<file path="config.mk">
export PLATFORM = sky130hd
export DESIGN_NAME = fpsar_top
export DESIGN_NICKNAME = d
export VERILOG_FILES = /design/src/rtl/fpsar_pkg.sv /design/src/rtl/fpsar_tick.sv /design/src/rtl/fpsar_top.sv
export SDC_FILE = /design/constraint.sdc
export NUM_CORES = 1
export LEC_CHECK = 0
export BUFFER_PORTS_ARGS = -buffer_cell sky130_fd_sc_hd__buf_4
export CORE_MARGIN = 8
export CORE_UTILIZATION = 40
export CTS_CLUSTER_SIZE = 25
export DETAILED_ROUTE_END_ITERATION = 16
export SLEW_MARGIN = 20
export SYNTH_ARGS = -nofsm -noshare
export SYNTH_HDL_FRONTEND = slang
export SYNTH_SLANG_ARGS = --single-unit
</file>
<file path="constraint.sdc">
create_clock -name clk_i -period 6.55 [get_ports clk_i]
set_input_delay 0.655 -clock clk_i [delete_from_list [all_inputs] [get_ports clk_i]]
set_output_delay 0.655 -clock clk_i [all_outputs]
set_load 0.02 [all_outputs]
</file>
<file path="src/rtl/fpsar_pkg.sv">
/*
 * Constants for the fan pressure select and auto restart block:
 * register map, field positions, reset values and timing counts.
 * Assumes a 50 MHz system clock and a 1 ms time base.
 */
package fpsar_pkg;

	// ****************************************
	// Clock and time base
	// ****************************************
	localparam int unsigned CLK_NS = 20;
	localparam int unsigned TICK_NS = 1000000;
	localparam int unsigned TICK_CYC = TICK_NS / CLK_NS;

	// ****************************************
	// Register map (byte offsets)
	// ****************************************
	localparam logic [7:0] OFF_PCODE = 8'h00;
	localparam logic [7:0] OFF_STATUS = 8'h04;
	localparam logic [7:0] OFF_REMOTE = 8'h08;
	localparam logic [7:0] OFF_COND = 8'h0C;

	// ****************************************
	// Fields and reset values
	// ****************************************
	localparam logic [3:0] PCODE_RST = 4'h0;
	localparam logic [3:0] PCODE_MAX = 4'h4;
	localparam logic [15:0] COND_RST = 16'h0000;
	localparam logic AR_RST = 1'b0;
	localparam int ST_LEVEL_LSB = 0;
	localparam int ST_AR_BIT = 2;
	localparam int ST_RUN_BIT = 3;
	localparam int ST_LAMP_BIT = 4;
	localparam int ST_BEEP_BIT = 5;
	localparam int ST_WAIT_BIT = 6;
	localparam int REM_ON_BIT = 0;
	localparam int REM_OFF_BIT = 1;

	// ****************************************
	// Timing, set in seconds, minutes or counts and converted to milliseconds of the time base
	// ****************************************
	localparam int unsigned HOLD_MIN_S = 3;
	localparam int unsigned HOLD_MAX_S = 10;
	localparam int unsigned BLINK_S = 5;
	localparam int unsigned BLINK_RATE = 5;
	localparam int unsigned BEEP_MS = 100;
	localparam int unsigned BEEP_COUNT = 3;
	localparam int unsigned RESTART_MIN = 3;
	localparam logic [13:0] HOLD_MIN_MS = 14'(HOLD_MIN_S * 1000);
	localparam logic [13:0] HOLD_MAX_MS = 14'(HOLD_MAX_S * 1000);
	localparam logic [12:0] BLINK_MS = 13'(BLINK_S * 1000);
	localparam logic [6:0] BLINK_HALF_MS = 7'(1000 / (2 * BLINK_RATE));
	localparam logic [6:0] BEEP_PH_MS = 7'(BEEP_MS);
	localparam logic [2:0] BEEP_PHASES = 3'(2 * BEEP_COUNT);
	localparam int unsigned RESTART_MS = RESTART_MIN * 60 * 1000;

	typedef enum logic {FPSAR_BTN_IDLE, FPSAR_BTN_HELD} fpsar_btn_e;

endpackage : fpsar_pkg

</file>
<file path="src/rtl/fpsar_tick.sv">
/*
 * Time base divider: one-cycle enable pulse every TICK_CYCLES clocks.
 * Assumes a single synchronous clock and an active-high synchronous reset.
 */
`timescale 1ns/1ns
`default_nettype none
module fpsar_tick
	import fpsar_pkg::*;
#(
	parameter int unsigned TICK_CYCLES = TICK_CYC
)
(
	// Clock and reset
	input wire logic clk_i,
	input wire logic rst_i,
	// Enable pulse
	output logic tick_o
);

	logic [31:0] cnt_q;
	logic [31:0] cnt_d;
	logic tick_d;
	logic tick_q;

	always_comb
	begin
		tick_d = 1'b0;
		cnt_d = cnt_q + 32'h00000001;
		if (cnt_q >= 32'(TICK_CYCLES - 1))
		begin
			cnt_d = 32'h00000000;
			tick_d = 1'b1;
		end
	end

	always_ff @(posedge clk_i)
	begin
		if (rst_i)
		begin
			cnt_q <= 32'h00000000;
			tick_q <= 1'b0;
		end
		else
		begin
			cnt_q <= cnt_d;
			tick_q <= tick_d;
		end
	end

	assign tick_o = tick_q;

endmodule : fpsar_tick
`default_nettype wire

</file>
<file path="src/rtl/fpsar_top.sv">
/*
 * Fan static pressure selection and auto restart control, with a
 * classic Wishbone register slave. power_good_i low models a supply
 * outage; retained state survives it and is cleared by rst_i, a bus write or, for the flag, a qualifying hold.
 * Button and switch inputs are synchronous and already debounced.
 */
// Chosen here: register access over Wishbone and the register offsets.
// Operation
// Code zero: switches pick 10/20/35/45 Pa
// Switches off select lowest level
// Codes one to four map to levels
// Nonzero code overrides the switches
// Code resets to zero
// Auto restart resumes three minutes after power
// Auto restart flag starts cleared
// Three second hold requests flag set
// Qualifying hold between three and ten seconds
// Setting beeps thrice, blinks lamp five seconds
// Press on standby starts unit at once
// Press while running stops unit at once
// Repeated hold clears flag with beeps
// Flag clear: stay off after power returns
// Clearing beeps but does not blink
// Flag, code, conditions survive power loss
// Timing counted from clock-derived time base
`timescale 1ns/1ns
`default_nettype none
module fpsar_top
	import fpsar_pkg::*;
#(
	parameter int unsigned TICK_CYCLES = TICK_CYC,
	parameter int unsigned RESTART_TICKS = RESTART_MS
)
(
	// Clock and reset
	input wire logic clk_i,
	input wire logic rst_i,
	// Wishbone slave
	input wire logic cyc_i,
	input wire logic stb_i,
	input wire logic we_i,
	input wire logic [7:0] adr_i,
	input wire logic [3:0] sel_i,
	input wire logic [31:0] dat_i,
	output logic [31:0] dat_o,
	output logic ack_o,
	// Board inputs
	input wire logic power_good_i,
	input wire logic [1:0] pressure_select_switches_i,
	input wire logic manual_toggle_button_i,
	// Unit outputs
	output logic [1:0] pressure_level_o,
	output logic running_o,
	output logic green_lamp_o,
	output logic beep_o,
	output logic [15:0] op_cond_o
);

	// ****************************************
	// State
	// ****************************************
	logic tick;
	logic [3:0] pcode_q, pcode_d;
	logic [15:0] cond_q, cond_d;
	logic ar_q, ar_d;
	logic run_q, run_d;
	logic pg_q;
	fpsar_btn_e btn_q, btn_d;
	logic [13:0] hold_q, hold_d;
	logic wait_q, wait_d;
	logic [31:0] rcnt_q, rcnt_d;
	logic [12:0] blink_q, blink_d;
	logic [6:0] bph_q, bph_d;
	logic blvl_q, blvl_d;
	logic [2:0] beep_ph_q, beep_ph_d;
	logic [6:0] beep_ms_q, beep_ms_d;
	logic [1:0] level_q, level_d;
	logic run_out_q, run_out_d;
	logic lamp_q, lamp_d;
	logic beep_q, beep_d;
	logic ack_q, ack_d;
	logic [31:0] dat_q, dat_d;
	logic wr_en;
	logic hold_ok;

	fpsar_tick #(
		.TICK_CYCLES(TICK_CYCLES)
	) u_tick (
		.clk_i(clk_i),
		.rst_i(rst_i),
		.tick_o(tick)
	);

	assign wr_en = cyc_i & stb_i & we_i & ack_q & power_good_i;
	assign hold_ok = (hold_q > HOLD_MIN_MS) && (hold_q < HOLD_MAX_MS);

	// ****************************************
	// Next state
	// ****************************************
	always_comb
	begin
		pcode_d = pcode_q;
		cond_d = cond_q;
		ar_d = ar_q;
		run_d = run_q;
		btn_d = btn_q;
		hold_d = hold_q;
		wait_d = wait_q;
		rcnt_d = rcnt_q;
		blink_d = blink_q;
		bph_d = bph_q;
		blvl_d = blvl_q;
		beep_ph_d = beep_ph_q;
		beep_ms_d = beep_ms_q;
		ack_d = cyc_i & stb_i & ~ack_q;
		dat_d = dat_q;
		// Register reads
		if (cyc_i & stb_i & ~ack_q)
		begin
			dat_d = 32'h00000000;
			case (adr_i)
				OFF_PCODE: dat_d[3:0] = pcode_q;
				OFF_STATUS:
				begin
					dat_d[ST_LEVEL_LSB +: 2] = level_q;
					dat_d[ST_AR_BIT] = ar_q;
					dat_d[ST_RUN_BIT] = run_out_q;
					dat_d[ST_LAMP_BIT] = lamp_q;
					dat_d[ST_BEEP_BIT] = beep_q;
					dat_d[ST_WAIT_BIT] = wait_q;
				end
				OFF_COND: dat_d[15:0] = cond_q;
				default: dat_d = 32'h00000000;
			endcase
		end
		// Register writes; out-of-range codes are ignored
		if (wr_en && sel_i[0] && adr_i == OFF_PCODE && dat_i[3:0] <= PCODE_MAX)
			pcode_d = dat_i[3:0];
		if (wr_en && adr_i == OFF_COND)
		begin
			if (sel_i[0])
				cond_d[7:0] = dat_i[7:0];
			if (sel_i[1])
				cond_d[15:8] = dat_i[15:8];
		end
		if (wr_en && sel_i[0] && adr_i == OFF_REMOTE)
		begin
			if (dat_i[REM_ON_BIT])
			begin
				run_d = 1'b1;
				wait_d = 1'b0;
			end
			else if (dat_i[REM_OFF_BIT])
			begin
				run_d = 1'b0;
				wait_d = 1'b0;
			end
		end
		// Restart delay after power return
		if (wait_q && tick)
		begin
			if (rcnt_q >= 32'(RESTART_TICKS - 1))
				wait_d = 1'b0;
			else
				rcnt_d = rcnt_q + 32'h00000001;
		end
		// Beep and blink sequencers
		if (beep_ph_q != 3'h0 && tick)
		begin
			if (beep_ms_q == BEEP_PH_MS - 7'h01)
			begin
				beep_ms_d = 7'h00;
				beep_ph_d = beep_ph_q - 3'h1;
			end
			else
				beep_ms_d = beep_ms_q + 7'h01;
		end
		if (blink_q != 13'h0000 && tick)
		begin
			blink_d = blink_q - 13'h0001;
			if (bph_q == BLINK_HALF_MS - 7'h01)
			begin
				bph_d = 7'h00;
				blvl_d = ~blvl_q;
			end
			else
				bph_d = bph_q + 7'h01;
		end
		// Manual toggle button
		case (btn_q)
			FPSAR_BTN_IDLE:
			begin
				if (manual_toggle_button_i && power_good_i)
				begin
					btn_d = FPSAR_BTN_HELD;
					hold_d = 14'h0000;
					run_d = ~(run_q & ~wait_q);
					wait_d = 1'b0;
				end
			end
			FPSAR_BTN_HELD:
			begin
				if (tick && hold_q < HOLD_MAX_MS)
					hold_d = hold_q + 14'h0001;
				if (!manual_toggle_button_i)
				begin
					btn_d = FPSAR_BTN_IDLE;
					if (hold_ok && power_good_i)
					begin
						ar_d = ~ar_q;
						beep_ph_d = BEEP_PHASES;
						beep_ms_d = 7'h00;
						blink_d = ar_q ? 13'h0000 : BLINK_MS;
						bph_d = 7'h00;
						blvl_d = 1'b1;
					end
				end
			end
			default: btn_d = FPSAR_BTN_IDLE;
		endcase
		// Outage and power return; retained state is left alone
		if (!power_good_i)
		begin
			btn_d = FPSAR_BTN_IDLE;
			hold_d = 14'h0000;
			wait_d = 1'b0;
			beep_ph_d = 3'h0;
			blink_d = 13'h0000;
		end
		else if (!pg_q)
		begin
			if (ar_q && run_q)
			begin
				wait_d = 1'b1;
				rcnt_d = 32'h00000000;
			end
			else
				run_d = 1'b0;
		end
		level_d = (pcode_q == PCODE_RST) ? pressure_select_switches_i
			: 2'(pcode_q - 4'h1);
		run_out_d = run_d & power_good_i & ~wait_d;
		lamp_d = (blink_d != 13'h0000) ? blvl_d : run_out_d;
		beep_d = (beep_ph_d != 3'h0) && !beep_ph_d[0];
	end

	// ****************************************
	// Registers
	// ****************************************
	always_ff @(posedge clk_i)
	begin
		if (rst_i)
		begin
			pcode_q <= PCODE_RST;
			cond_q <= COND_RST;
			ar_q <= AR_RST;
			run_q <= 1'b0;
			pg_q <= 1'b0;
			btn_q <= FPSAR_BTN_IDLE;
			hold_q <= 14'h0000;
			wait_q <= 1'b0;
			rcnt_q <= 32'h00000000;
			blink_q <= 13'h0000;
			bph_q <= 7'h00;
			blvl_q <= 1'b0;
			beep_ph_q <= 3'h0;
			beep_ms_q <= 7'h00;
			level_q <= 2'h0;
			run_out_q <= 1'b0;
			lamp_q <= 1'b0;
			beep_q <= 1'b0;
			ack_q <= 1'b0;
			dat_q <= 32'h00000000;
		end
		else
		begin
			pcode_q <= pcode_d;
			cond_q <= cond_d;
			ar_q <= ar_d;
			run_q <= run_d;
			pg_q <= power_good_i;
			btn_q <= btn_d;
			hold_q <= hold_d;
			wait_q <= wait_d;
			rcnt_q <= rcnt_d;
			blink_q <= blink_d;
			bph_q <= bph_d;
			blvl_q <= blvl_d;
			beep_ph_q <= beep_ph_d;
			beep_ms_q <= beep_ms_d;
			level_q <= level_d;
			run_out_q <= run_out_d;
			lamp_q <= lamp_d;
			beep_q <= beep_d;
			ack_q <= ack_d;
			dat_q <= dat_d;
		end
	end

	assign dat_o = dat_q;
	assign ack_o = ack_q;
	assign pressure_level_o = level_q;
	assign running_o = run_out_q;
	assign green_lamp_o = lamp_q;
	assign beep_o = beep_q;
	assign op_cond_o = cond_q;
endmodule : fpsar_top
`default_nettype wire

</file>
# After elaboration in Yosys (flattened, before gate mapping)
# Index checks and enable logic that the tools add are counted.
# totals
wordCells	149
ff_bits	157
out_inout_bits	54
# op_classes
muxes	62
n_lt_le_gt_ge	5
add_sub_neg	8
bitwise	17
n_eq_ne	7
reduce_logical	27
# op_table
op	count
32-bit 2-to-1 mux	5
13-bit 2-to-1 mux	6
7-bit 2-to-1 mux	10
32-bit by 1-bit adder with 32-bit output, second input constant	2
32-bit by 16-bit greater-or-equal comparator with 1-bit output, second input constant	1
32-bit by 18-bit greater-or-equal comparator with 1-bit output, second input constant	1
14-bit 2-to-1 mux	2
14-bit one-hot mux with 2 select lines	1
1-bit 2-to-1 mux	27
13-bit nonzero test	2
3-bit 2-to-1 mux	6
8-bit by 4-bit == test with 1-bit output, second input constant	2
14-bit by 1-bit adder with 14-bit output, second input constant	1
7-bit by 1-bit adder with 7-bit output, second input constant	2
7-bit == test, second input constant	2
14-bit by 12-bit > comparator with 1-bit output, second input constant	1
1-bit logical AND	14
14-bit < comparator, second input constant	1
13-bit by 1-bit subtractor with 13-bit output, second input constant	1
4-bit one-hot mux with 3 select lines	1
9-bit 2-to-1 mux	1
1-bit inverter	9
1-bit AND	8
8-bit by 3-bit == test with 1-bit output, second input constant	1
15 further kinds	19

# Depth between registers and ports, before layout
# Gate-level depths: netlist of run 1.
# depth
ltp_word	17
mapped_depth	11

# Modules after synthesis
# Synthesis of run 1 repeated with hierarchy kept, for this count alone.
# unflattened
hier_cells	760
area_unflattened_um2	6815.3
# modules_own_cells
module	instances	seq_area_each_um2	cells_per_inst	area_each_um2
fpsar_top	1	2482.4	651	5641.7
fpsar_tick	1	660.6	109	1173.6

# Worst setup path before layout of run 1
# No wires, ideal clock.
# synth_timing
kind	reg2reg
from	reg blink_q[0]
to	reg lamp_q (netlist: green_lamp_o)
path_buffers	1
slack_ns	4.230
t_arrival_ns	2.205
required_time_ns	6.435
stages_incl_launch_ff	11
setup_ns	0.115
path_cell_list	dfxtp_1 -> inv_1 -> ha_1 -> or3b_1 -> buf_4 -> o41ai_4 -> nand2_2 -> a2111oi_2 -> nand4_1 -> nor2b_1 -> o21a_1
# synth_via
elab_chain_cells	9
elab_cells_between_ends	14
# synth_lines
item	line_no	source
start: declaration	fpsar_top.sv:72	logic [12:0] blink_q, blink_d;
start signal: assignment	fpsar_top.sv:286	blink_q <= blink_d;
branches (longest 8 deep; another with 13-bit by 1-bit subtractor with 13-bit output)	-	
1-bit 2-to-1 mux (*)	fpsar_top.sv:243	lamp_d = (blink_d != 13'h0000) ? blvl_d : run_out_d;
end signal: assignment	fpsar_top.sv:293	lamp_q <= lamp_d;
end: declaration	fpsar_top.sv:79	logic lamp_q, lamp_d;
# Every way passes the cells marked *.
# A chain may end at the register's enable or synchronous reset.

# Final worst setup path of run 1
# Ends and elaborated chain as after synthesis.

==> results of run 1 <==
==> worst max path at each step <==
stage	slack, ns	startpoint	end	cells past startpoint
final	3.84	blink_q[0]	green_lamp_o	9
after global routing	3.67	blink_q[0]	green_lamp_o	9
after CTS	3.83	blink_q[0]	green_lamp_o	9
after detailed placement	3.85	blink_q[0]	green_lamp_o	9
after global placement	3.85	blink_q[0]	green_lamp_o	9
after floorplan	4.23	blink_q[0]	green_lamp_o	10
==> logic make-up (layout without fill, tap and decap cells) <==
group,after synthesis,after routing,synth area share (%)
muxes,13,13,2.02
other,1,32,0.0556
and+or+nand+nor,368,368,26.5
xor gates and xnor gates,52,52,6.75
adders and majority gates,11,11,2.04
AOI/OAI and AO/OA,113,113,10.9
buffers and inverters,68,125,5.14
DFF,157,157,46.6
==> metrics by stage <==
stage	utilization (%)	setup WS, ns	total power (W)	cells
after floorplan	-	4.23	0.00179	814
after global placement	44.8	3.85	0.00190	1059
after detailed placement	44.8	3.85	0.00190	1059
after CTS	48.3	3.83	0.00286	1091
after global routing	48.3	3.67	0.00300	1091
final	48.3	3.84	0.00283	1091
==> critical path, cell delays in order, from the launching register on <==
cell	delay, ns
dfxtp_1	0.35
inv_1	0.11
ha_1	0.16
or3b_1	0.50
nor4_2	0.51
a211oi_1	0.20
nor4_4	0.27
nand4_1	0.16
nor2b_1	0.16
o21a_1	0.17
==> state kept, by name (all words and copies together), names as in the netlist, 2 cells and up <==
signal            flops
u_tick.cnt_q         32
beep_ms_q             7
rcnt_q               32
op_cond_o            16
hold_q               14
dat_o                16
beep_ph_q             3
pcode_q               4
pressure_level_o      2
blink_q              13
bph_q                 7
==> area by class of cell <==
type                       instances  area [µm²]  share of cell area, %
inverter                          21        78.8                  0.988
multi-input combinational        589        3370                   42.3
timing repair buffer              72         541                   6.78
sequential                       157        3140                   39.4
tap                              220         275                   3.45
clock inverter                    13         123                   1.54
clock buffer                      19         443                   5.55
==> power breakdown <==
group | switching (W) | total (W) | internal, W
clock | 0.000436 | 0.000948 | 0.000511
combinational | 0.000474 | 0.000824 | 0.000350
sequential | 0.0000607 | 0.00106 | 0.00100
total | 0.000971 | 0.00283 | 0.00186
==> cells in the final DEF, fill, tap and decap left out, types with 11 or more instances in the layout <==
| cell type | netlist | final |
|---|---|---|
| conb_1 | 1 | 32 |
| inv_1 | 21 | 21 |
| a21oi_1 | 52 | 52 |
| buf_4 | 20 | 72 |
| ha_1 | 11 | 11 |
| and3_1 | 16 | 16 |
| and2_1 | 19 | 19 |
| nand2_1 | 85 | 85 |
| xor2_1 | 26 | 26 |
| clkbuf_16 | 0 | 17 |
| nand3_1 | 38 | 38 |
| nor3_1 | 20 | 20 |
| o21ai_0 | 19 | 19 |
| xnor2_1 | 26 | 26 |
| dfxtp_1 | 157 | 157 |
| nor2_1 | 118 | 118 |
| nand4_1 | 13 | 13 |
| nor4_1 | 13 | 13 |
==> layer usage <==
metal	vias up	global-route usage [%]	wire, µm	part of all wire (%)
li1	2791	-	-	-
met1	2480	19.3	7550	49
met2	85	23.2	7180	46
met3	14	4.07	619	4.0
met4	0	5.67	186	1.2
met5	-	0	0	0
==> results_dict.tcl, run 1 <==
set metrics [dict create \
    outcome "finished, final reports clean" \
    netlist.area_leader.share_pct 46.6 \
    avgSynthCellArea_um2 8.61 \
    grt_max_degree 51 \
    peakVddDrop_mv 0.297 \
    clock_skew_ns 0.0140 \
    ys_warn_count 0 \
    drt-wirelength-per-cell_um 14.2 \
    reg2reg_to "green_lamp_o" \
    cts_setup_buffers 0 \
    min_from "dat_o[14]" \
    power_density_nw_per_um2 355 \
    yosysMostFrequentCell "dfxtp_1" \
    grt_setup_unrepaired "no" \
    clockBufferDepth 2 \
    postRouteAntennaNets 0 \
    clkTransAtPathRegs_ns 0.07 \
    antenna_found_initial 0 \
    synth_cell_types 62 \
    cts-buffers-inserted 17 \
    htreeDepth 4 \
    cts_hold_buf 0 \
    fmax_mhz 370 \
    drive_gt1_share_pct 14.5 \
    whs_path_depth 2 \
    p_leak_nw 3.02 \
    hold_path_class "reg2reg" \
    wirelength_um 15500 \
    drc 0 \
    core_area_um2 16500 \
    place.port_buffers 72 \
    synth_top_area_cell "dfxtp_1" \
    period_needed_ns 2.71 \
    ys_async_sr_fraction_pct 0 \
    synthCells 783 \
    worst_ep_required_time_ns 6.87 \
    die_h_um 146 \
    ys_top_cells_by_area "dfxtp_1, nor2_1, nand2_1" \
    cts_sinks 157 \
    worstSkewPairLatency_ns 0.44 \
    cp.arrival_ns 3.03 \
    cts_resized 0 \
    cp_max_fo 7 \
    nFillCells 1629 \
    end_kind "register" \
    cp-start-kind "register" \
    initial_utilization_pct 40.8 \
    post-dp-hpwl_um 11300 \
    grt_usage_pct 14.9 \
    maxSlewViolCount 0 \
    yosys-top-cells-count "dfxtp_1, nor2_1, nand2_1, a21oi_1, nand3_1" \
    globalplace.congestion 0.783 \
    rrSetupSlack_ns 3.84 \
    ff2ff_path_depth 9 \
    grt_pass1_vias 5133 \
    r2r-start "blink_q[0]" \
    placementRows 47 \
    setup_viol 0 \
    grt_remaining_overflow 0 \
    die-area_um2 21300 \
    setup_tns_ns 0 \
    placed_area_um2 7410 \
    tightestPinTransition_ns 0.946 \
    drt_iter0_markers 259 \
    insertedDiodeCount 0 \
    ys.flop_type "dfxtp_1" \
    relSlewSlack_pct 36.8 \
    ys_ff_latch 157 \
    pin_count 107 \
    cts_root_buffer "clkbuf_16" \
    cts_tree "done" \
    syn_to_final_growth_pct 18.2 \
    syn_area_um2 6750 \
    crit_type "reg2reg" \
    vias_per_cell 4.92 \
    num_vias 5370 \
    yosysSeqAreaShare_pct 46.6 \
    finalHoldViolCount 0 \
    hold_path_end "dat_o[14]" \
    hold_ws_ns 0.454 \
    die_x_um 146 \
    period_share_pct 41.3 \
    final_nets 922 \
    synth_edf_count 0 \
    drv_cap 0 \
    firstDrtPassIters 5 \
    stdcell_area_um2 7980 \
    grt_pass1_wl_um 26000 \
]
No activity file was read; power rests on OpenSTA's default activity.
==> run 2: changes to the inputs <==
Settings changed: ABC_AREA from default to 1.
Clock period 6.55 ns to 2.35 ns, I/O delays scaled along.
==> results_dict.tcl, run 2 <==
set metrics [dict create \
    outcome "finished, final reports clean" \
    tightestPinTransition_ns 0.506 \
    fmax_mhz 482 \
    relSlewSlack_pct 66.2 \
    cts_root_buffer "clkbuf_16" \
    cpMostUsedCell "nand2_1" \
    p_switching_w 0.00185 \
    grt_remaining_overflow 0 \
    drt-wirelength-per-cell_um 12.5 \
    p_leak_nw 3.56 \
    reg2reg_to "green_lamp_o" \
    clockBufferDepth 2 \
    drive_gt1_share_pct 14.4 \
    postRouteAntennaNets 0 \
    syn_to_final_growth_pct 20.1 \
    htreeDepth 4 \
    yosysMostFrequentCell "nand2_1" \
    path_cells "inv_1 -> ha_1 -> nand2_2 -> nor2_4 -> nand2_4 -> nand2_8 -> inv_4 -> nand2_1 -> nand2_1 -> nand2_1 -> o21ai_0 -> nand2_1 -> nor2_2 -> nand3_1 -> nand2_1 -> nor2_1" \
    synth_top_area_cell "dfxtp_1" \
    critical_path.startpoint "blink_q[0]" \
    maxSlewViolCount 0 \
    cts-buffers-inserted 17 \
    cp-start-kind "register" \
    route.met2.wl_um 7910 \
    ys_ff_latch 157 \
    cts_resized 0 \
    power_w 0.00646 \
    p_clk_share_pct 41.1 \
    synthCells 952 \
    die_h_um 149 \
    grt_usage_pct 15.1 \
    peakVddDrop_mv 0.565 \
    num_vias 5944 \
    wl_met1_um 7460 \
    setup_tns_ns 0 \
    r2r-start "blink_q[0]" \
    final_cell_count_no_fill 1293 \
    most-common-layout-cells "nand2_1, dfxtp_1, nor2_1, inv_1, buf_4" \
    end_kind "register" \
    firstDrtPassIters 4 \
    place_inst 1261 \
    ys_warn_count 0 \
    globalplace.congestion 0.815 \
    rrSetupSlack_ns 0.28 \
    cts_setup_buffers 0 \
    worst_ep_required_time_ns 2.66 \
    syn_area_um2 7050 \
    clock_skew_ns 0.00743 \
    period_needed_ns 2.07 \
    die_x_um 149 \
    core_area_um2 17200 \
    antenna_found_initial 0 \
    cts_tree "done" \
    slowest_stage "dfxtp_1" \
    switching_share_pct 28.6 \
    grt_max_degree 41 \
    cts_hold_buf 0 \
    drt_iter0_markers 207 \
    clkTransAtPathRegs_ns 0.07 \
    grt_pass1_vias 5688 \
    worstSkewPairLatency_ns 0.42 \
    yosysSeqAreaShare_pct 44.6 \
    place.port_buffers 72 \
    placementRows 48 \
    power_density_nw_per_um2 763 \
    synth_edf_count 0 \
    post-dp-hpwl_um 12100 \
    yosys-top-cells-count "nand2_1, dfxtp_1, nor2_1, inv_1, a21oi_1" \
    dp_slack_ns 0.270 \
    setup_viol 0 \
    vias_per_cell 4.60 \
    ys.flop_type "dfxtp_1" \
    cp_num_cells 16 \
    finalHoldViolCount 0 \
    crit_type "reg2reg" \
    routed.top_layer "met4" \
    wirelength_um 16200 \
    cts_sinks 157 \
    insertedDiodeCount 0 \
    final_nets 1119 \
    cp.arrival_ns 2.38 \
    drc 0 \
    hold_path_class "in2reg" \
    grt_setup_unrepaired "no" \
    path_delay_family "simple AND/OR/NAND/NOR gates" \
    endpoint "green_lamp_o" \
    critPathMaxStageDelay_ns 0.33 \
    cp_max_fo 18 \
    drv_cap 0 \
    die-area_um2 22100 \
    pin_count 107 \
    layout_commonest_cell "nand2_1" \
    crit_buf_inv 2 \
    p_seq_share_pct 43.3 \
    period_share_pct 88.2 \
    p_int_w 0.00461 \
    synth_cell_types 49 \
    avgSynthCellArea_um2 7.40 \
    ys_async_sr_fraction_pct 0 \
    p_comb_share_pct 15.5 \
    grt_pass1_wl_um 26900 \
    ff2ff_path_depth 16 \
    initial_utilization_pct 40.9 \
    wl_met3_um 586 \
    fin_ws_ns 0.277 \
    reg_top3 "rcnt_q (32), u_tick.cnt_q (32)" \
    netlist.area_leader.share_pct 44.6 \
    ys_top_cells_by_area "dfxtp_1, nand2_1, nor2_1" \
]
==> run 2: changes by cell type in the layout (fill, tap and decap cells not counted), sizes merged, moves of 19 or more <==
cell,delta
nor3,+20
nand2,+90
and2,-19
inv,+109
nor2,+37
xnor2,-23
==> run 2: layer usage <==
metal	vias up	global-route usage [%]
met4	0	5.20
met1	2642	17.9
met5	-	0
met2	65	26.2
met3	15	3.49
li1	3222	-
==> run 2: power by group through the flow <==
| stage | combinational [W] | sequential [W] | clock (W) |
|---|---|---|---|
| after floorplan | 0.000802 | 0.00285 | 0 |
| after global placement | 0.000998 | 0.00286 | 0 |
| after detailed placement | 0.00100 | 0.00286 | 0 |
| after CTS | 0.00101 | 0.00280 | 0.00273 |
| after global routing | 0.00115 | 0.00281 | 0.00284 |
| final | 0.00100 | 0.00280 | 0.00266 |
==> run 2: logic make-up (layout without fill, tap and decap cells) <==
logic type	count (synthesis)	after routing	share of synthesized area [%]
simple gates	466	466	30.0
buf+inv	168	253	10.2
flops	157	157	44.6
compound gates	124	124	10.2
xor+xnor	25	25	3.11
fa+ha+maj	11	11	1.95
other cells	1	32	0.0532
==> run 2: final cells by class <==
class / instances / area (µm²)
fillers: 1738 / 8770
multi-input cells: 658 / 3300
flip-flops and latches: 157 / 3140
repair buffers: 89 / 668
inverters: 132 / 498
clock buffers: 18 / 439
well taps: 225 / 282
clock inverters: 14 / 131
==> run 2: worst reg2reg max path, stage by stage, from the launching register on <==
cell and delay, ns:
dfxtp_1 0.33, inv_1 0.10, ha_1 0.22, nand2_2 0.08, nor2_4 0.04, nand2_4 0.09
nand2_8 0.11, inv_4 0.16, nand2_1 0.07, nand2_1 0.05, nand2_1 0.06, o21ai_0 0.21
nand2_1 0.12, nor2_2 0.13, nand3_1 0.07, nand2_1 0.06, nor2_1 0.04
==> run 2: how the worst min path moves through the flow <==
| stage | from | end | slack [ns] | cells past startpoint |
|---|---|---|---|---|
| 2_1_floorplan | rst_i | pg_q | 0.36 | 1 |
| 3_3_place_gp | rcnt_q[26] | rcnt_q[26] | 0.41 | 2 |
| 3_5_place_dp | rcnt_q[26] | rcnt_q[26] | 0.42 | 2 |
| 4_1_cts | dat_i[14] | op_cond_o[14] | 0.08 | 3 |
| 5_1_grt | pressure_select_switches_i[1] | pressure_level_o[1] | 0.09 | 3 |
| 6_report | dat_i[8] | op_cond_o[8] | 0.09 | 3 |
==> run 2: stage by stage <==
stage               cell area [µm²]  util, %  hold WS, ns
global route                   8470     49.1       0.0885
global placement               7900     45.8        0.414
detailed placement             7900     45.8        0.417
finish                         8470     49.1       0.0916
CTS                            8470     49.1       0.0758
floorplan                      7160        -        0.361
